### src/core/chan_cmd_map.svh
// constants for the channel adapter host command port
`ifndef CHAN_CMD_MAP_SVH
`define CHAN_CMD_MAP_SVH
`define DEV_ADDR_DEFAULT 8'h8D
`define ST_ADDRESSED 0
`define ST_ONLINE 1
`define ST_INDEX_AVAIL 2
`define ST_BUSY 3
`define ST_RESET_SEEN 4
`define ST_ILLEGAL 5
`define ST_MODIFIER 6
`define CMD_MASTER_CLEAR 0
`define CMD_CONFIGURE 1
`define CMD_SYSTEM_CLEAR 2
`define CMD_ON_LINE 3
`define CMD_OFF_LINE 4
`define CMD_INIT_SEQ 5
`define CMD_ASYNC_STATUS 6
`define CMD_RESERVED 7
`define STATUS_RESET 8'h00
`define REG_CMD_OFF 12'h000
`define REG_ADDR_OFF 12'h004
`define REG_STAT_OFF 12'h008
`define REG_BSEL_OFF 12'h00C
`define HCTL_GO 0
`define HCTL_BUSY 0
`define HCTL_DONE 1
`define INSTR_SELECT 2'h0
`define INSTR_STATUS 2'h1
`define INSTR_COMMAND 2'h2
`define INSTR_INPUT 2'h3
`endif

### src/core/chan_cmd_pkg.sv
// types shared by both ends of the command port
package chan_cmd_pkg;
  typedef logic [1:0] instr_t;
  typedef logic [7:0] byte_t;
endpackage

### src/core/chan_cmd_if.sv
// host bus between the minicomputer side and the adapter command port
`timescale 1ns/1ps
`default_nettype none
interface chan_cmd_if;
  logic instr_valid;
  logic [1:0] instr_code;
  logic [7:0] a_out;
  logic [7:0] buf_select;
  logic [7:0] a_in;
  logic in_valid;
  modport adapter (input instr_valid, input instr_code, input a_out, input buf_select,
    output a_in, output in_valid);
  modport host (output instr_valid, output instr_code, output a_out, output buf_select,
    input a_in, input in_valid);
endinterface
`default_nettype wire

### src/core/chan_adapter_port.sv
// adapter end: status byte, command register and microprogram handshake
//
// The implementer's own choices: register access over APB and the register offsets.
`timescale 1ns/1ps
`default_nettype none
`include "chan_cmd_map.svh"
module chan_adapter_port
  import chan_cmd_pkg::*;
#(
  parameter logic [7:0] DEV_ADDR = `DEV_ADDR_DEFAULT
)(
  input wire logic pclk,
  input wire logic presetn,
  chan_cmd_if.adapter bus,
  input wire logic fifo_not_empty,
  input wire logic chan_sys_reset,
  input wire logic mp_ack,
  input wire logic adapter_idle,
  input wire logic run_wait_edge,
  input wire logic test_mode,
  output logic cmd_strobe,
  output logic [7:0] cmd_q_out,
  output logic [7:0] aux_lba,
  output logic clear_buffers,
  output logic online_ind,
  output logic sim_mode
);
  logic [7:0] cmd_q, aux_q, snap_q, ain_q;
  logic addressed_q, status_mode_q, busy_q, reset_seen_q, illegal_q, modifier_q;
  logic online_q, sim_q, off_pend_q, on_pend_q, strobe_q, inv_q, clr_q;
  logic cmd_ok_q;
  // instruction decode on the host bus
  wire sel = bus.instr_valid && bus.instr_code == `INSTR_SELECT;
  wire stq = bus.instr_valid && bus.instr_code == `INSTR_STATUS;
  wire com = bus.instr_valid && bus.instr_code == `INSTR_COMMAND;
  wire inp = bus.instr_valid && bus.instr_code == `INSTR_INPUT;
  wire sel_hit = sel && bus.a_out == DEV_ADDR;
  // a command counts only when addressed and not busy, others are dropped
  wire accept = com && addressed_q && !busy_q;
  wire cmd_ok, cmd_badseq;
  cmd_decode u_dec (.cmd(bus.a_out), .valid(cmd_ok), .bad_seq(cmd_badseq));
  wire is_mc = bus.a_out[`CMD_MASTER_CLEAR];
  wire is_sc = bus.a_out[`CMD_SYSTEM_CLEAR];
  wire is_on = bus.a_out[`CMD_ON_LINE];
  wire is_off = bus.a_out[`CMD_OFF_LINE];
  // accepted and valid, shared by strobe, clear and on/off-line control
  wire accept_ok = accept && cmd_ok;
  wire clr_now = accept_ok && (is_mc || is_sc);
  wire go_online = on_pend_q && run_wait_edge;
  wire go_offline = off_pend_q && adapter_idle;
  // live status byte
  wire [7:0] live = {1'b0, modifier_q, illegal_q, reset_seen_q, busy_q,
                     fifo_not_empty, online_q, addressed_q};
  // outputs straight from their flops
  assign cmd_strobe = strobe_q;
  assign cmd_q_out = cmd_q;
  assign aux_lba = aux_q;
  assign clear_buffers = clr_q;
  assign online_ind = online_q;
  assign sim_mode = sim_q;
  assign bus.a_in = ain_q;
  assign bus.in_valid = inv_q;
  // address and mode
  always_ff @(posedge pclk or negedge presetn)
  begin
    if (!presetn)
    begin
      addressed_q <= 1'b0;
      status_mode_q <= 1'b0;
    end
    else if (sel)
    begin
      addressed_q <= sel_hit;
      status_mode_q <= sel_hit;
    end
    else if (stq && addressed_q)
      status_mode_q <= 1'b1;
  end
  // status snapshot and input answer
  always_ff @(posedge pclk or negedge presetn)
  begin
    if (!presetn)
    begin
      snap_q <= `STATUS_RESET;
      ain_q <= 8'h00;
      inv_q <= 1'b0;
    end
    else
    begin
      inv_q <= inp && addressed_q && status_mode_q;
      if (sel_hit)
        snap_q <= live | 8'h01;
      else if ((stq || inp) && addressed_q)
        snap_q <= live;
      if (inp && addressed_q && status_mode_q)
        ain_q <= snap_q;
    end
  end
  // command capture and busy handshake
  always_ff @(posedge pclk or negedge presetn)
  begin
    if (!presetn)
    begin
      cmd_q <= 8'h00;
      aux_q <= 8'h00;
      busy_q <= 1'b0;
      strobe_q <= 1'b0;
      illegal_q <= 1'b0;
      modifier_q <= 1'b0;
      clr_q <= 1'b0;
    end
    else
    begin
      strobe_q <= accept_ok && !is_on && !is_off;
      clr_q <= clr_now;
      if (accept)
      begin
        cmd_q <= bus.a_out;
        aux_q <= bus.buf_select;
        busy_q <= 1'b1;
        illegal_q <= !cmd_ok;
        modifier_q <= cmd_badseq;
      end
      // busy release depends on the kind of command held
      else if (busy_q)
      begin
        if (cmd_q[`CMD_ON_LINE] && cmd_ok_q)
          busy_q <= !go_online;
        else if (cmd_q[`CMD_OFF_LINE] && cmd_ok_q)
          busy_q <= !go_offline;
        else if (!cmd_ok_q)
          busy_q <= 1'b0;
        else if (mp_ack)
          busy_q <= 1'b0;
      end
    end
  end
  // validity of the command in hand, steers the busy release
  always_ff @(posedge pclk or negedge presetn)
  begin
    if (!presetn)
      cmd_ok_q <= 1'b0;
    else if (accept)
      cmd_ok_q <= cmd_ok;
  end
  // channel reset seen, set wins over clear
  always_ff @(posedge pclk or negedge presetn)
  begin
    if (!presetn)
      reset_seen_q <= 1'b0;
    else if (chan_sys_reset)
      reset_seen_q <= 1'b1;
    else if (clr_now)
      reset_seen_q <= 1'b0;
  end
  // on-line state and pending transitions
  always_ff @(posedge pclk or negedge presetn)
  begin
    if (!presetn)
    begin
      online_q <= 1'b0;
      sim_q <= 1'b0;
      on_pend_q <= 1'b0;
      off_pend_q <= 1'b0;
    end
    else
    begin
      if (accept_ok && is_on && !online_q)
      begin
        on_pend_q <= 1'b1;
        sim_q <= test_mode;
      end
      else if (go_online)
      begin
        on_pend_q <= 1'b0;
        online_q <= 1'b1;
      end
      if (accept_ok && is_off)
        off_pend_q <= 1'b1;
      else if (go_offline)
      begin
        off_pend_q <= 1'b0;
        online_q <= 1'b0;
      end
    end
  end
endmodule
`default_nettype wire

### src/core/cmd_decode.sv
// one-hot command byte checker
`timescale 1ns/1ps
`default_nettype none
`include "chan_cmd_map.svh"
module cmd_decode
  import chan_cmd_pkg::*;
(
  input wire logic [7:0] cmd,
  output logic valid,
  output logic bad_seq
);
  // exactly one of bits 0..6 set, with bit 7 clear, is a valid command
  wire [6:0] low = cmd[6:0];
  wire one_hot = (low != 7'h00) && ((low & (low - 7'h01)) == 7'h00);
  assign valid = one_hot && !cmd[`CMD_RESERVED];
  assign bad_seq = cmd[`CMD_INIT_SEQ] && !valid;
endmodule
`default_nettype wire

### src/flat_wrapper.sv
// flat-port wrapper written by rule: the top's interface ports become plain ports
module chan_adapter_port_flat import chan_cmd_pkg::*;
#(
  parameter logic [7:0] DEV_ADDR = `DEV_ADDR_DEFAULT
)
  (pclk, presetn, fifo_not_empty, chan_sys_reset, mp_ack, adapter_idle, run_wait_edge, test_mode, cmd_strobe, cmd_q_out, aux_lba, clear_buffers, online_ind, sim_mode, bus_instr_valid, bus_instr_code, bus_a_out, bus_buf_select, bus_a_in, bus_in_valid);
  chan_cmd_if bus_i ();
  input wire logic pclk;
  input wire logic presetn;
  input wire logic fifo_not_empty;
  input wire logic chan_sys_reset;
  input wire logic mp_ack;
  input wire logic adapter_idle;
  input wire logic run_wait_edge;
  input wire logic test_mode;
  output logic cmd_strobe;
  output logic [7:0] cmd_q_out;
  output logic [7:0] aux_lba;
  output logic clear_buffers;
  output logic online_ind;
  output logic sim_mode;
  input wire logic [$bits(bus_i.instr_valid)-1:0] bus_instr_valid;
  input wire logic [$bits(bus_i.instr_code)-1:0] bus_instr_code;
  input wire logic [$bits(bus_i.a_out)-1:0] bus_a_out;
  input wire logic [$bits(bus_i.buf_select)-1:0] bus_buf_select;
  output wire logic [$bits(bus_i.a_in)-1:0] bus_a_in;
  output wire logic [$bits(bus_i.in_valid)-1:0] bus_in_valid;
  assign bus_i.instr_valid = bus_instr_valid;
  assign bus_i.instr_code = bus_instr_code;
  assign bus_i.a_out = bus_a_out;
  assign bus_i.buf_select = bus_buf_select;
  assign bus_a_in = bus_i.a_in;
  assign bus_in_valid = bus_i.in_valid;
  chan_adapter_port #(.DEV_ADDR(DEV_ADDR)) u_core (.pclk(pclk), .presetn(presetn), .bus(bus_i), .fifo_not_empty(fifo_not_empty), .chan_sys_reset(chan_sys_reset), .mp_ack(mp_ack), .adapter_idle(adapter_idle), .run_wait_edge(run_wait_edge), .test_mode(test_mode), .cmd_strobe(cmd_strobe), .cmd_q_out(cmd_q_out), .aux_lba(aux_lba), .clear_buffers(clear_buffers), .online_ind(online_ind), .sim_mode(sim_mode));
endmodule
### config.mk
export PLATFORM = sky130hd
export DESIGN_NAME = chan_adapter_port_flat
export DESIGN_NICKNAME = d
export VERILOG_FILES = /design/src/core/chan_cmd_pkg.sv /design/src/core/chan_cmd_if.sv /design/src/core/chan_adapter_port.sv /design/src/core/cmd_decode.sv /design/src/flat_wrapper.sv
export VERILOG_INCLUDE_DIRS = /design/src /design/src/core
export SDC_FILE = /design/constraint.sdc
export NUM_CORES = 1
export LEC_CHECK = 0
export ABC_CLOCK_PERIOD_IN_PS = 1350
export BUFFER_PORTS_ARGS = -buffer_cell sky130_fd_sc_hd__buf_4
export CAP_MARGIN = 10
export CORE_ASPECT_RATIO = 1.2
export CORE_UTILIZATION = 34
export CTS_CLUSTER_DIAMETER = 200
export CTS_CLUSTER_SIZE = 10
export DETAILED_ROUTE_END_ITERATION = 8
export PLACE_DENSITY = 0.56
export SLEW_MARGIN = 40
export SYNTH_ARGS = -nofsm -noshare
export SYNTH_HDL_FRONTEND = slang
export SYNTH_HIERARCHICAL = 1
export SYNTH_SLANG_ARGS = --single-unit
### constraint.sdc
create_clock -name pclk -period 1.35 [get_ports pclk]
set_input_delay 0.0675 -clock pclk [delete_from_list [all_inputs] [get_ports pclk]]
set_output_delay 0.0675 -clock pclk [all_outputs]
set_load 0.01 [all_outputs]
==> results of run 1 <==
-- synthesized netlist by cell type, types with 2 or more instances --
cell	instances	share of area (%)
a211oi_1	2	0.76
a21o_1	2	0.76
and2_1	2	0.63
buf_4	4	1.5
dfrtp_1	44	56
inv_1	6	1.1
mux2_1	25	14
mux2_2	2	1.1
mux2_4	6	4.6
nand2_1	4	0.76
nand3_1	4	1.0
nor2_1	2	0.38
nor3_1	3	0.76
nor3b_1	2	0.76
o21ai_0	4	1.0
o21bai_1	2	0.76
-- worst max-delay path by stage --
stage,start,end,slack (ps),depth (start not counted)
final,u_core/addressed_q,u_core/bus.a_in[4],-20,3
after floorplan,bus_a_out[5],u_core/sim_mode,-190,5
after detailed placement,bus_a_out[3],u_core/sim_mode,-350,7
after global placement,bus_a_out[5],u_core/sim_mode,-310,6
after global routing,bus_a_out[3],u_core/sim_mode,-120,7
after CTS,u_core/addressed_q,u_core/bus.a_in[4],-30,3
-- what timing repair did --
| action | 4_1_cts | 5_1_grt |
|---|---|---|
| buffers inserted | 4 | 1 |
| endpoints found under the setup margin | 33 | 36 |
| endpoints found under the hold margin | 53 | 2 |
| cloned | 0 | 0 |
| pin swaps | 0 | 1 |
| resized for setup | 23 | 9 |
| hold buffers | 10 | 2 |
-- per-layer routing --
metal,global-route usage [%],vias up,wire length [um]
met3,4.038,5,233
li1,-,674,-
met4,4.813,0,42
met2,27.45,45,2277
met5,0,-,0
met1,19.18,689,1887
-- area by class of cell --
class	count	area, um^2	area share (%)
inverters	6	22.52	0.7592
flip-flops and latches	44	1101	37.12
repair buffers	87	719.4	24.25
clock inverters	2	10.01	0.3374
multi-input cells	83	950.9	32.05
well taps	64	80.08	2.699
clock buffers	6	82.58	2.784
-- flip-flops by register name (all words and copies together) (netlist names), 7 cells and up --
register	flops
u_core/snap_q	7
u_core/bus.a_in	7
u_core/aux_lba	8
u_core/cmd_q_out	8
-- worst max-delay path: stages, from the launching register on --
cell and delay [ps]:
dfrtp_1 420, and3_4 230, and3_4 270, mux2_1 340
-- through the flow --
step / hold slack, ps / worst slack, ps / cell area, um^2
2_1_floorplan: -228.1 / -187.5 / 1998
3_3_place_gp: 83.56 / -307.9 / 2599
3_5_place_dp: 103.6 / -350.7 / 2599
4_1_cts: 0.4908 / -33.85 / 2905
5_1_grt: 57.86 / -115.1 / 2967
6_report: 63.99 / -22.50 / 2967
-- logic make-up after synthesis --
family / count (synthesis) / synth area share [%]
AND/OR/NAND/NOR: 31 / 14.16
flip-flops: 44 / 55.87
AO/OA/AOI/OAI: 18 / 7.111
buffers and inverters: 10 / 2.667
multiplexers: 33 / 20.00
other: 1 / 0.1903
-- power by group through the flow --
stage | registers, mW | logic (mW) | clock network, mW
3_3_place_gp | 1.61 | 0.601 | 0
5_1_grt | 1.63 | 0.807 | 0.933
6_report | 1.61 | 0.747 | 0.845
3_5_place_dp | 1.62 | 0.619 | 0
2_1_floorplan | 1.66 | 0.193 | 0
4_1_cts | 1.61 | 0.723 | 0.882
-- cells in the final DEF, fill, tap and decap left out, drive strengths merged --
| cell type | instances |
|---|---|
| a211oi | 2 |
| a21boi | 1 |
| a21o | 2 |
| a21oi | 1 |
| a31o | 1 |
| a31oi | 2 |
| a32o | 1 |
| and2 | 2 |
| and3 | 2 |
| and4bb | 2 |
| buf | 75 |
| clkbuf | 6 |
| clkinv | 2 |
| conb | 1 |
| dfrtp | 44 |
| dlygate4sd3 | 12 |
| inv | 6 |
| mux2 | 33 |
| nand2 | 4 |
| nand2b | 1 |
| nand3 | 4 |
| nand4b | 1 |
| nor2 | 3 |
| nor3 | 3 |
| nor3b | 3 |
| nor4 | 2 |
| nor4b | 1 |
| nor4bb | 2 |
| o21ai | 4 |
| o21bai | 2 |
| o22ai | 1 |
| o311a | 1 |
| or4 | 1 |
==> results.ini, run 1 <==
[synth]
synth.avg_cell_area_um2=14.38
synthCells=137
async_flop_share_pct=100.0
yosysUniqueCellTypes=39
synth_edf_count=0
synth_warnings=6
synth_area_mm2=0.001971
seq_area_frac_synth_pct=55.87
synth-seq-cells=44
synthFlopType=dfrtp_1
synth_nets=164

[cts]
clockBufferDepth=2
clock_tree.root_cell=clkbuf_8
htree_levels=2
cts_tree=done
cts.sinks=44
clock_latency_ps=290
cts-buffers-inserted=5
cts.clk_slew.worst_paths_ps=80

[worst_setup_path]
required_ps=1530
cp.arrival_ps=1550
worstSetupStartpointType=register
r2r-start=u_core/addressed_q
critPathCaptureType=register
r2r_slack_ps=-20
crit_type=reg2reg
critPathMaxFanout=8
reg2reg_to=u_core/bus.a_in[4]
r2r.worst_path.cells=3

[sta]
worstMarginPinSlew_ps=548.2
grt_setup_unrepaired=yes
finalHoldViolCount=0
post-route-min-period_ps=1372
fmax_mhz=728.6
fin_tns_setup_ps=-29.66
finalClockSkew_ps=5.992
layout_worst_path_cycle_share_pct=101.7
fin_ws_ps=-22.50
slew_violations=0
slew_headroom_pct=63.45
setup_viol=4

[min_path]
worstHoldStart=run_wait_edge
min_delay_path_depth=3
hold_class=in2reg
min_to=u_core/on_pend_q

[cells_and_area]
nets=254
syn_to_final_growth_pct=50.54
fillers=502
fin_cells=292
postLayoutCoreUtil_pct=52.69
drive_gt1_share_pct=57.02
n_antenna_cell=0

[floorplan]
core.rowCount=30
initial_utilization_pct=35.00
fp.dieH_um=85.40
io_pins=56
coreArea_mm2=0.005630
die_x_um=71.50
dieArea_mm2=0.006106

[power]
intPower_mw=2.391
switching_share_pct=25.30
p_per_area_mw_per_mm2=1079
pwr-share-clk_pct=26.4
fin_total_pwr_mw=3.201
pwr-share-seq_pct=50.3
power_frac_comb_pct=23.3
p_leak_nw=1.464
switchingPower_uw=810.0
ir_worst_vdd_mv=0.5104

[routing]
first_iter_violations=78
route.detailed.drc=1
drt-wirelength-per-cell_um=15.21
dr.pass1.iters=6
num_vias=1413
ant_nets=0
drt-total-wl_um=4440
vias_per_cell=4.839

[status]
status=finished with violations
violations=design-rule violations, negative setup slack

[grt]
grt_pass1_wl_um=7403
grt_pass1_vias=1537
grt_usage_pct=15.80
antenna_found_initial=0
grt-ovfl-total=0
grt_max_degree=45

[placed_design]
io_buffer_count=54
globalplace.congestion=0.7775
place_hpwl_um=3069
dpl.cell_count=267

[run]
max-cap-violations=0

(Power assumes the default switching activity.)
==> run 2, diff against run 1 <==
--- a/config.mk
+++ b/config.mk
@@ -14,7 +14,7 @@
 export CTS_CLUSTER_DIAMETER = 200
 export CTS_CLUSTER_SIZE = 10
 export DETAILED_ROUTE_END_ITERATION = 8
-export PLACE_DENSITY = 0.56
+export PLACE_DENSITY = 0.55
 export SLEW_MARGIN = 40
 export SYNTH_ARGS = -nofsm -noshare
 export SYNTH_HDL_FRONTEND = slang
==> results.ini, run 2 (synthesis results as in run 1) <==
[status]
status=finished with violations
violations=negative setup slack

[routing]
drt-wirelength-per-cell_um=14.88
dr.pass1.iters=4
num_vias=1448
route.detailed.drc=0
ant_nets=0
drt-total-wl_um=4361
vias_per_cell=4.942
first_iter_violations=44

[worst_setup_path]
cpLargestDelayFamily=simple AND/OR/NAND/NOR gates
critPathCaptureType=register
critPathMaxFanout=10
slowest_stage=mux2_4
crit_type=in2reg
timing.critical_path.buf_inv=2
required_ps=1530
critical-path-max-stage-delay_ps=320
cp_cell_sequence=buf_6, buf_4, nor3b_1, o21ai_2, a31oi_4, nand2_2, nor4_4, mux2_4
worstSetupStartpointType=primary input
cp.arrival_ps=1560

[floorplan]
initial_utilization_pct=35.00
core.rowCount=30
coreArea_mm2=0.005630
io_pins=56
fp.dieH_um=85.40
die_x_um=71.50
dieArea_mm2=0.006106

[cells_and_area]
final_common_cell=buf_4
syn_to_final_growth_pct=51.49
nets=255
multiInputGateArea_um2=922.1
final_cell_mix=buf_4, dfrtp_1, mux2_4
regArea_mm2=0.001101
design_area_mm2=0.002985
postLayoutCoreUtil_pct=53.02
n_antenna_cell=0
drive_gt1_share_pct=55.02
fillers=497
fin_cells=293

[sta]
slew_violations=0
fin_ws_ps=-24.36
fmax_mhz=727.6
grt_setup_unrepaired=yes
post-route-min-period_ps=1374
finalHoldViolCount=0
setup_viol=4
worstMarginPinSlew_ps=547.3
layout_worst_path_cycle_share_pct=101.8
fin_tns_setup_ps=-29.51
slew_headroom_pct=63.52
finalClockSkew_ps=5.576

[cts]
cts-buffers-inserted=5
cts_tree=done
clock_tree.root_cell=clkbuf_8
clockBufferDepth=2
cts.clk_slew.worst_paths_ps=80
cts.sinks=44
htree_levels=2
clock_latency_ps=290

[grt]
grt-ovfl-total=0
grt_max_degree=45
grt_usage_pct=15.48
grt_pass1_vias=1563
antenna_found_initial=0
grt_pass1_wl_um=7300

[power]
p_leak_nw=1.460
p_per_area_mw_per_mm2=1134
ir_worst_vdd_mv=0.7689

[placed_design]
globalplace.congestion=0.8078
placed_cell_area_mm2=0.002586
dpl.cell_count=267
place_ws_ps=-335.4
io_buffer_count=54
place_hpwl_um=2961

[min_path]
hold_class=in2reg

[run]
max-cap-violations=0

## run 2: cell types whose count changed in the layout (fill, tap and decap cells not counted), moves of 2 or more
cell | before | now
clkinv_2 | 2 | 0
mux2_2 | 0 | 2
mux2_4 | 31 | 21
buf_6 | 3 | 6
buf_4 | 70 | 68
mux2_1 | 2 | 10
## run 2: final cells by class
type / count / share of cell area [%]
sequential: 44 / 36.88
tap: 64 / 2.682
timing repair buffer: 88 / 24.56
inverter: 6 / 0.7544
multi-input combinational: 83 / 30.89
clock buffer: 7 / 3.227
clock inverter: 1 / 1.006
## run 2: metrics by stage
| stage | hold slack (ps) | total power, mW |
|---|---|---|
| after floorplan | -228.1 | 1.856 |
| final | 24.37 | 3.384 |
| after detailed placement | 99.32 | 2.235 |
| after CTS | 10.05 | 3.412 |
| after global placement | 91.13 | 2.216 |
| after global routing | 10.96 | 3.564 |
## run 2: worst paths after layout
path | cells after the start | end | slack [ps] | startpoint
max | 8 | u_core/sim_mode | -20 | bus_a_out[4]
max in group asynchronous | 2 | u_core/cmd_q_out[4] | 680 | presetn
min | 2 | u_core/cmd_q_out[2] | 20 | bus_a_out[2]
max reg2reg | 3 | u_core/bus.a_in[3] | 0 | u_core/addressed_q
min in group asynchronous | 2 | u_core/snap_q[1] | 300 | presetn
min reg2reg | 1 | u_core/on_pend_q | 480 | u_core/on_pend_q
## run 2: worst register-to-register path, stage by stage, from the launching register on
cell and delay (ps):
dfrtp_1 410, and3_4 230, and3_4 280, mux2_4 320
## run 2: metal layers
| layer | vias up | GRT usage (%) | part of all wire, % |
|---|---|---|---|
| li1 | 676 | - | - |
| met1 | 718 | 18.09 | 40 |
| met2 | 52 | 26.67 | 53 |
| met3 | 2 | 5.344 | 6.1 |
| met4 | 0 | 4.813 | 0.50 |
| met5 | - | 0 | 0 |
## run 2: power by group
group          internal [mW]  switching, mW  total [mW]
registers               1.50          0.109        1.61
clock network          0.653          0.434        1.09
logic                  0.437          0.256       0.692
total                   2.59          0.798        3.38
## run 2: what timing repair did
| item | CTS | global route |
|---|---|---|
| pin swaps | 3 | 4 |
| setup buffers | 6 | 0 |
| endpoints found under the hold margin | 54 | 1 |
| setup endpoints to repair | 33 | 35 |
| resized for setup | 22 | 8 |
| hold buffers | 11 | 1 |
==> run 3, diff against run 2 <==
--- a/config.mk
+++ b/config.mk
@@ -14,7 +14,7 @@
 export CTS_CLUSTER_DIAMETER = 200
 export CTS_CLUSTER_SIZE = 10
 export DETAILED_ROUTE_END_ITERATION = 8
-export PLACE_DENSITY = 0.55
+export PLACE_DENSITY = 0.57
 export SLEW_MARGIN = 40
 export SYNTH_ARGS = -nofsm -noshare
 export SYNTH_HDL_FRONTEND = slang
==> results.ini, run 3 (synthesis results as in run 1) <==
[status]
status=finished with violations
violations=negative setup slack

[routing]
dr.pass1.iters=4
route.detailed.drc=0
drt-wirelength-per-cell_um=15.16
drt-total-wl_um=4397
vias_per_cell=4.900
num_vias=1421
ant_nets=0
first_iter_violations=26

[floorplan]
dieArea_mm2=0.006106
initial_utilization_pct=35.00
core.rowCount=30
io_pins=56
fp.dieH_um=85.40
coreArea_mm2=0.005630
die_x_um=71.50

[placed_design]
placed_cell_area_mm2=0.002599
place_ws_ps=-458.2
place_hpwl_um=3075
dpl.cell_count=267
io_buffer_count=54
globalplace.congestion=0.7865

[cts]
cts-buffers-inserted=5
cts.sinks=44
htree_levels=2
clockBufferDepth=2
cts.clk_slew.worst_paths_ps=80
clock_tree.root_cell=clkbuf_8
clock_latency_ps=290
cts_tree=done

[grt]
grt-ovfl-total=0
grt_max_degree=45
grt_pass1_vias=1448
antenna_found_initial=0
grt_usage_pct=15.20
grt_pass1_wl_um=7238

[sta]
finalClockSkew_ps=5.153
setup_viol=17
whs_ps=10.75
fmax_mhz=714.3
grt_setup_unrepaired=yes
finalHoldViolCount=0
post-route-min-period_ps=1400
fin_ws_ps=-50.00
fin_tns_setup_ps=-332.5
slew_headroom_pct=63.33
layout_worst_path_cycle_share_pct=103.7
worstMarginPinSlew_ps=550.1
slew_violations=0

[cells_and_area]
multiInputGateArea_um2=987.2
nets=252
final_common_cell=buf_4
syn_to_final_growth_pct=54.86
n_antenna_cell=0
drive_gt1_share_pct=59.73
fillers=492
fin_cells=290
regArea_mm2=0.001101
design_area_mm2=0.003052
final_cell_mix=buf_4, dfrtp_1, mux2_4

[power]
ir_worst_vdd_mv=0.7822
p_per_area_mw_per_mm2=1130
p_leak_nw=1.488

[min_path]
hold_class=in2reg
min_delay_path_depth=2
min_to=u_core/aux_lba[1]
worstHoldStart=bus_buf_select[1]

[worst_setup_path]
r2r-start=u_core/addressed_q
crit_type=in2reg
worstSetupStartpointType=primary input
cp.arrival_ps=1580
required_ps=1530
r2r.worst_path.cells=4
reg2reg_to=u_core/illegal_q
critPathCaptureType=register
critPathMaxFanout=4
r2r_slack_ps=-40

[run]
max-cap-violations=0

run 3: cell count changes in the layout (fill, tap and decap cells not counted), moves of 2 or more:
cell	delta
buf_4	-3
mux2_1	-9
mux2_4	+11
mux2_2	-2
run 3: through the flow:
step / utilization, % / power (mW)
CTS: 51.51 / 3.404
floorplan: - / 1.856
global route: 54.20 / 3.630
global placement: 46.16 / 2.215
detailed placement: 46.16 / 2.243
finish: 54.20 / 3.447
run 3: area by class of cell:
cell class,count,share of cell area [%]
Clock buffer,7,3.157
Clock inverter,1,0.9840
Inverter,6,0.7380
Multi-Input combinational cell,83,32.35
Sequential cell,44,36.08
Tap cell,64,2.624
Timing Repair Buffer,85,24.07
run 3: worst max-delay path, stage by stage:
cell and delay (ps):
buf_8 100, nor4_4 370, nand3_2 160, a31oi_4 260, nand2_2 100, nor4_4 190, mux2_4 330
run 3: worst max path at each step:
stage	from	end
floorplan	bus_a_out[5]	u_core/sim_mode
CTS	bus_a_out[6]	u_core/sim_mode
global placement	bus_a_out[5]	u_core/sim_mode
detailed placement	bus_a_out[3]	u_core/sim_mode
global route	bus_a_out[3]	u_core/online_ind
finish	bus_a_out[3]	u_core/sim_mode
run 3: metal layers:
metal | vias up | GRT usage (%) | share of wire, %
li1 | 672 | - | -
met1 | 695 | 18.81 | 43
met2 | 50 | 25.89 | 51
met3 | 4 | 4.276 | 5.5
met4 | 0 | 4.278 | 0.52
met5 | - | 0 | 0
run 3: power by group:
| group | internal, mW | switching, mW | total (mW) |
|---|---|---|---|
| registers | 1.50 | 0.114 | 1.61 |
| clock network | 0.653 | 0.435 | 1.09 |
| logic | 0.487 | 0.262 | 0.748 |
| total | 2.64 | 0.810 | 3.45 |
run 3: what timing repair did:
action / CTS / global route
pin swaps: 8 / 6
cloned: 0 / 1
resized for setup: 21 / 22
setup buffers: 1 / 2
hold buffers: 9 / 2
hold endpoints to repair: 52 / 2
setup endpoints to repair: 22 / 38
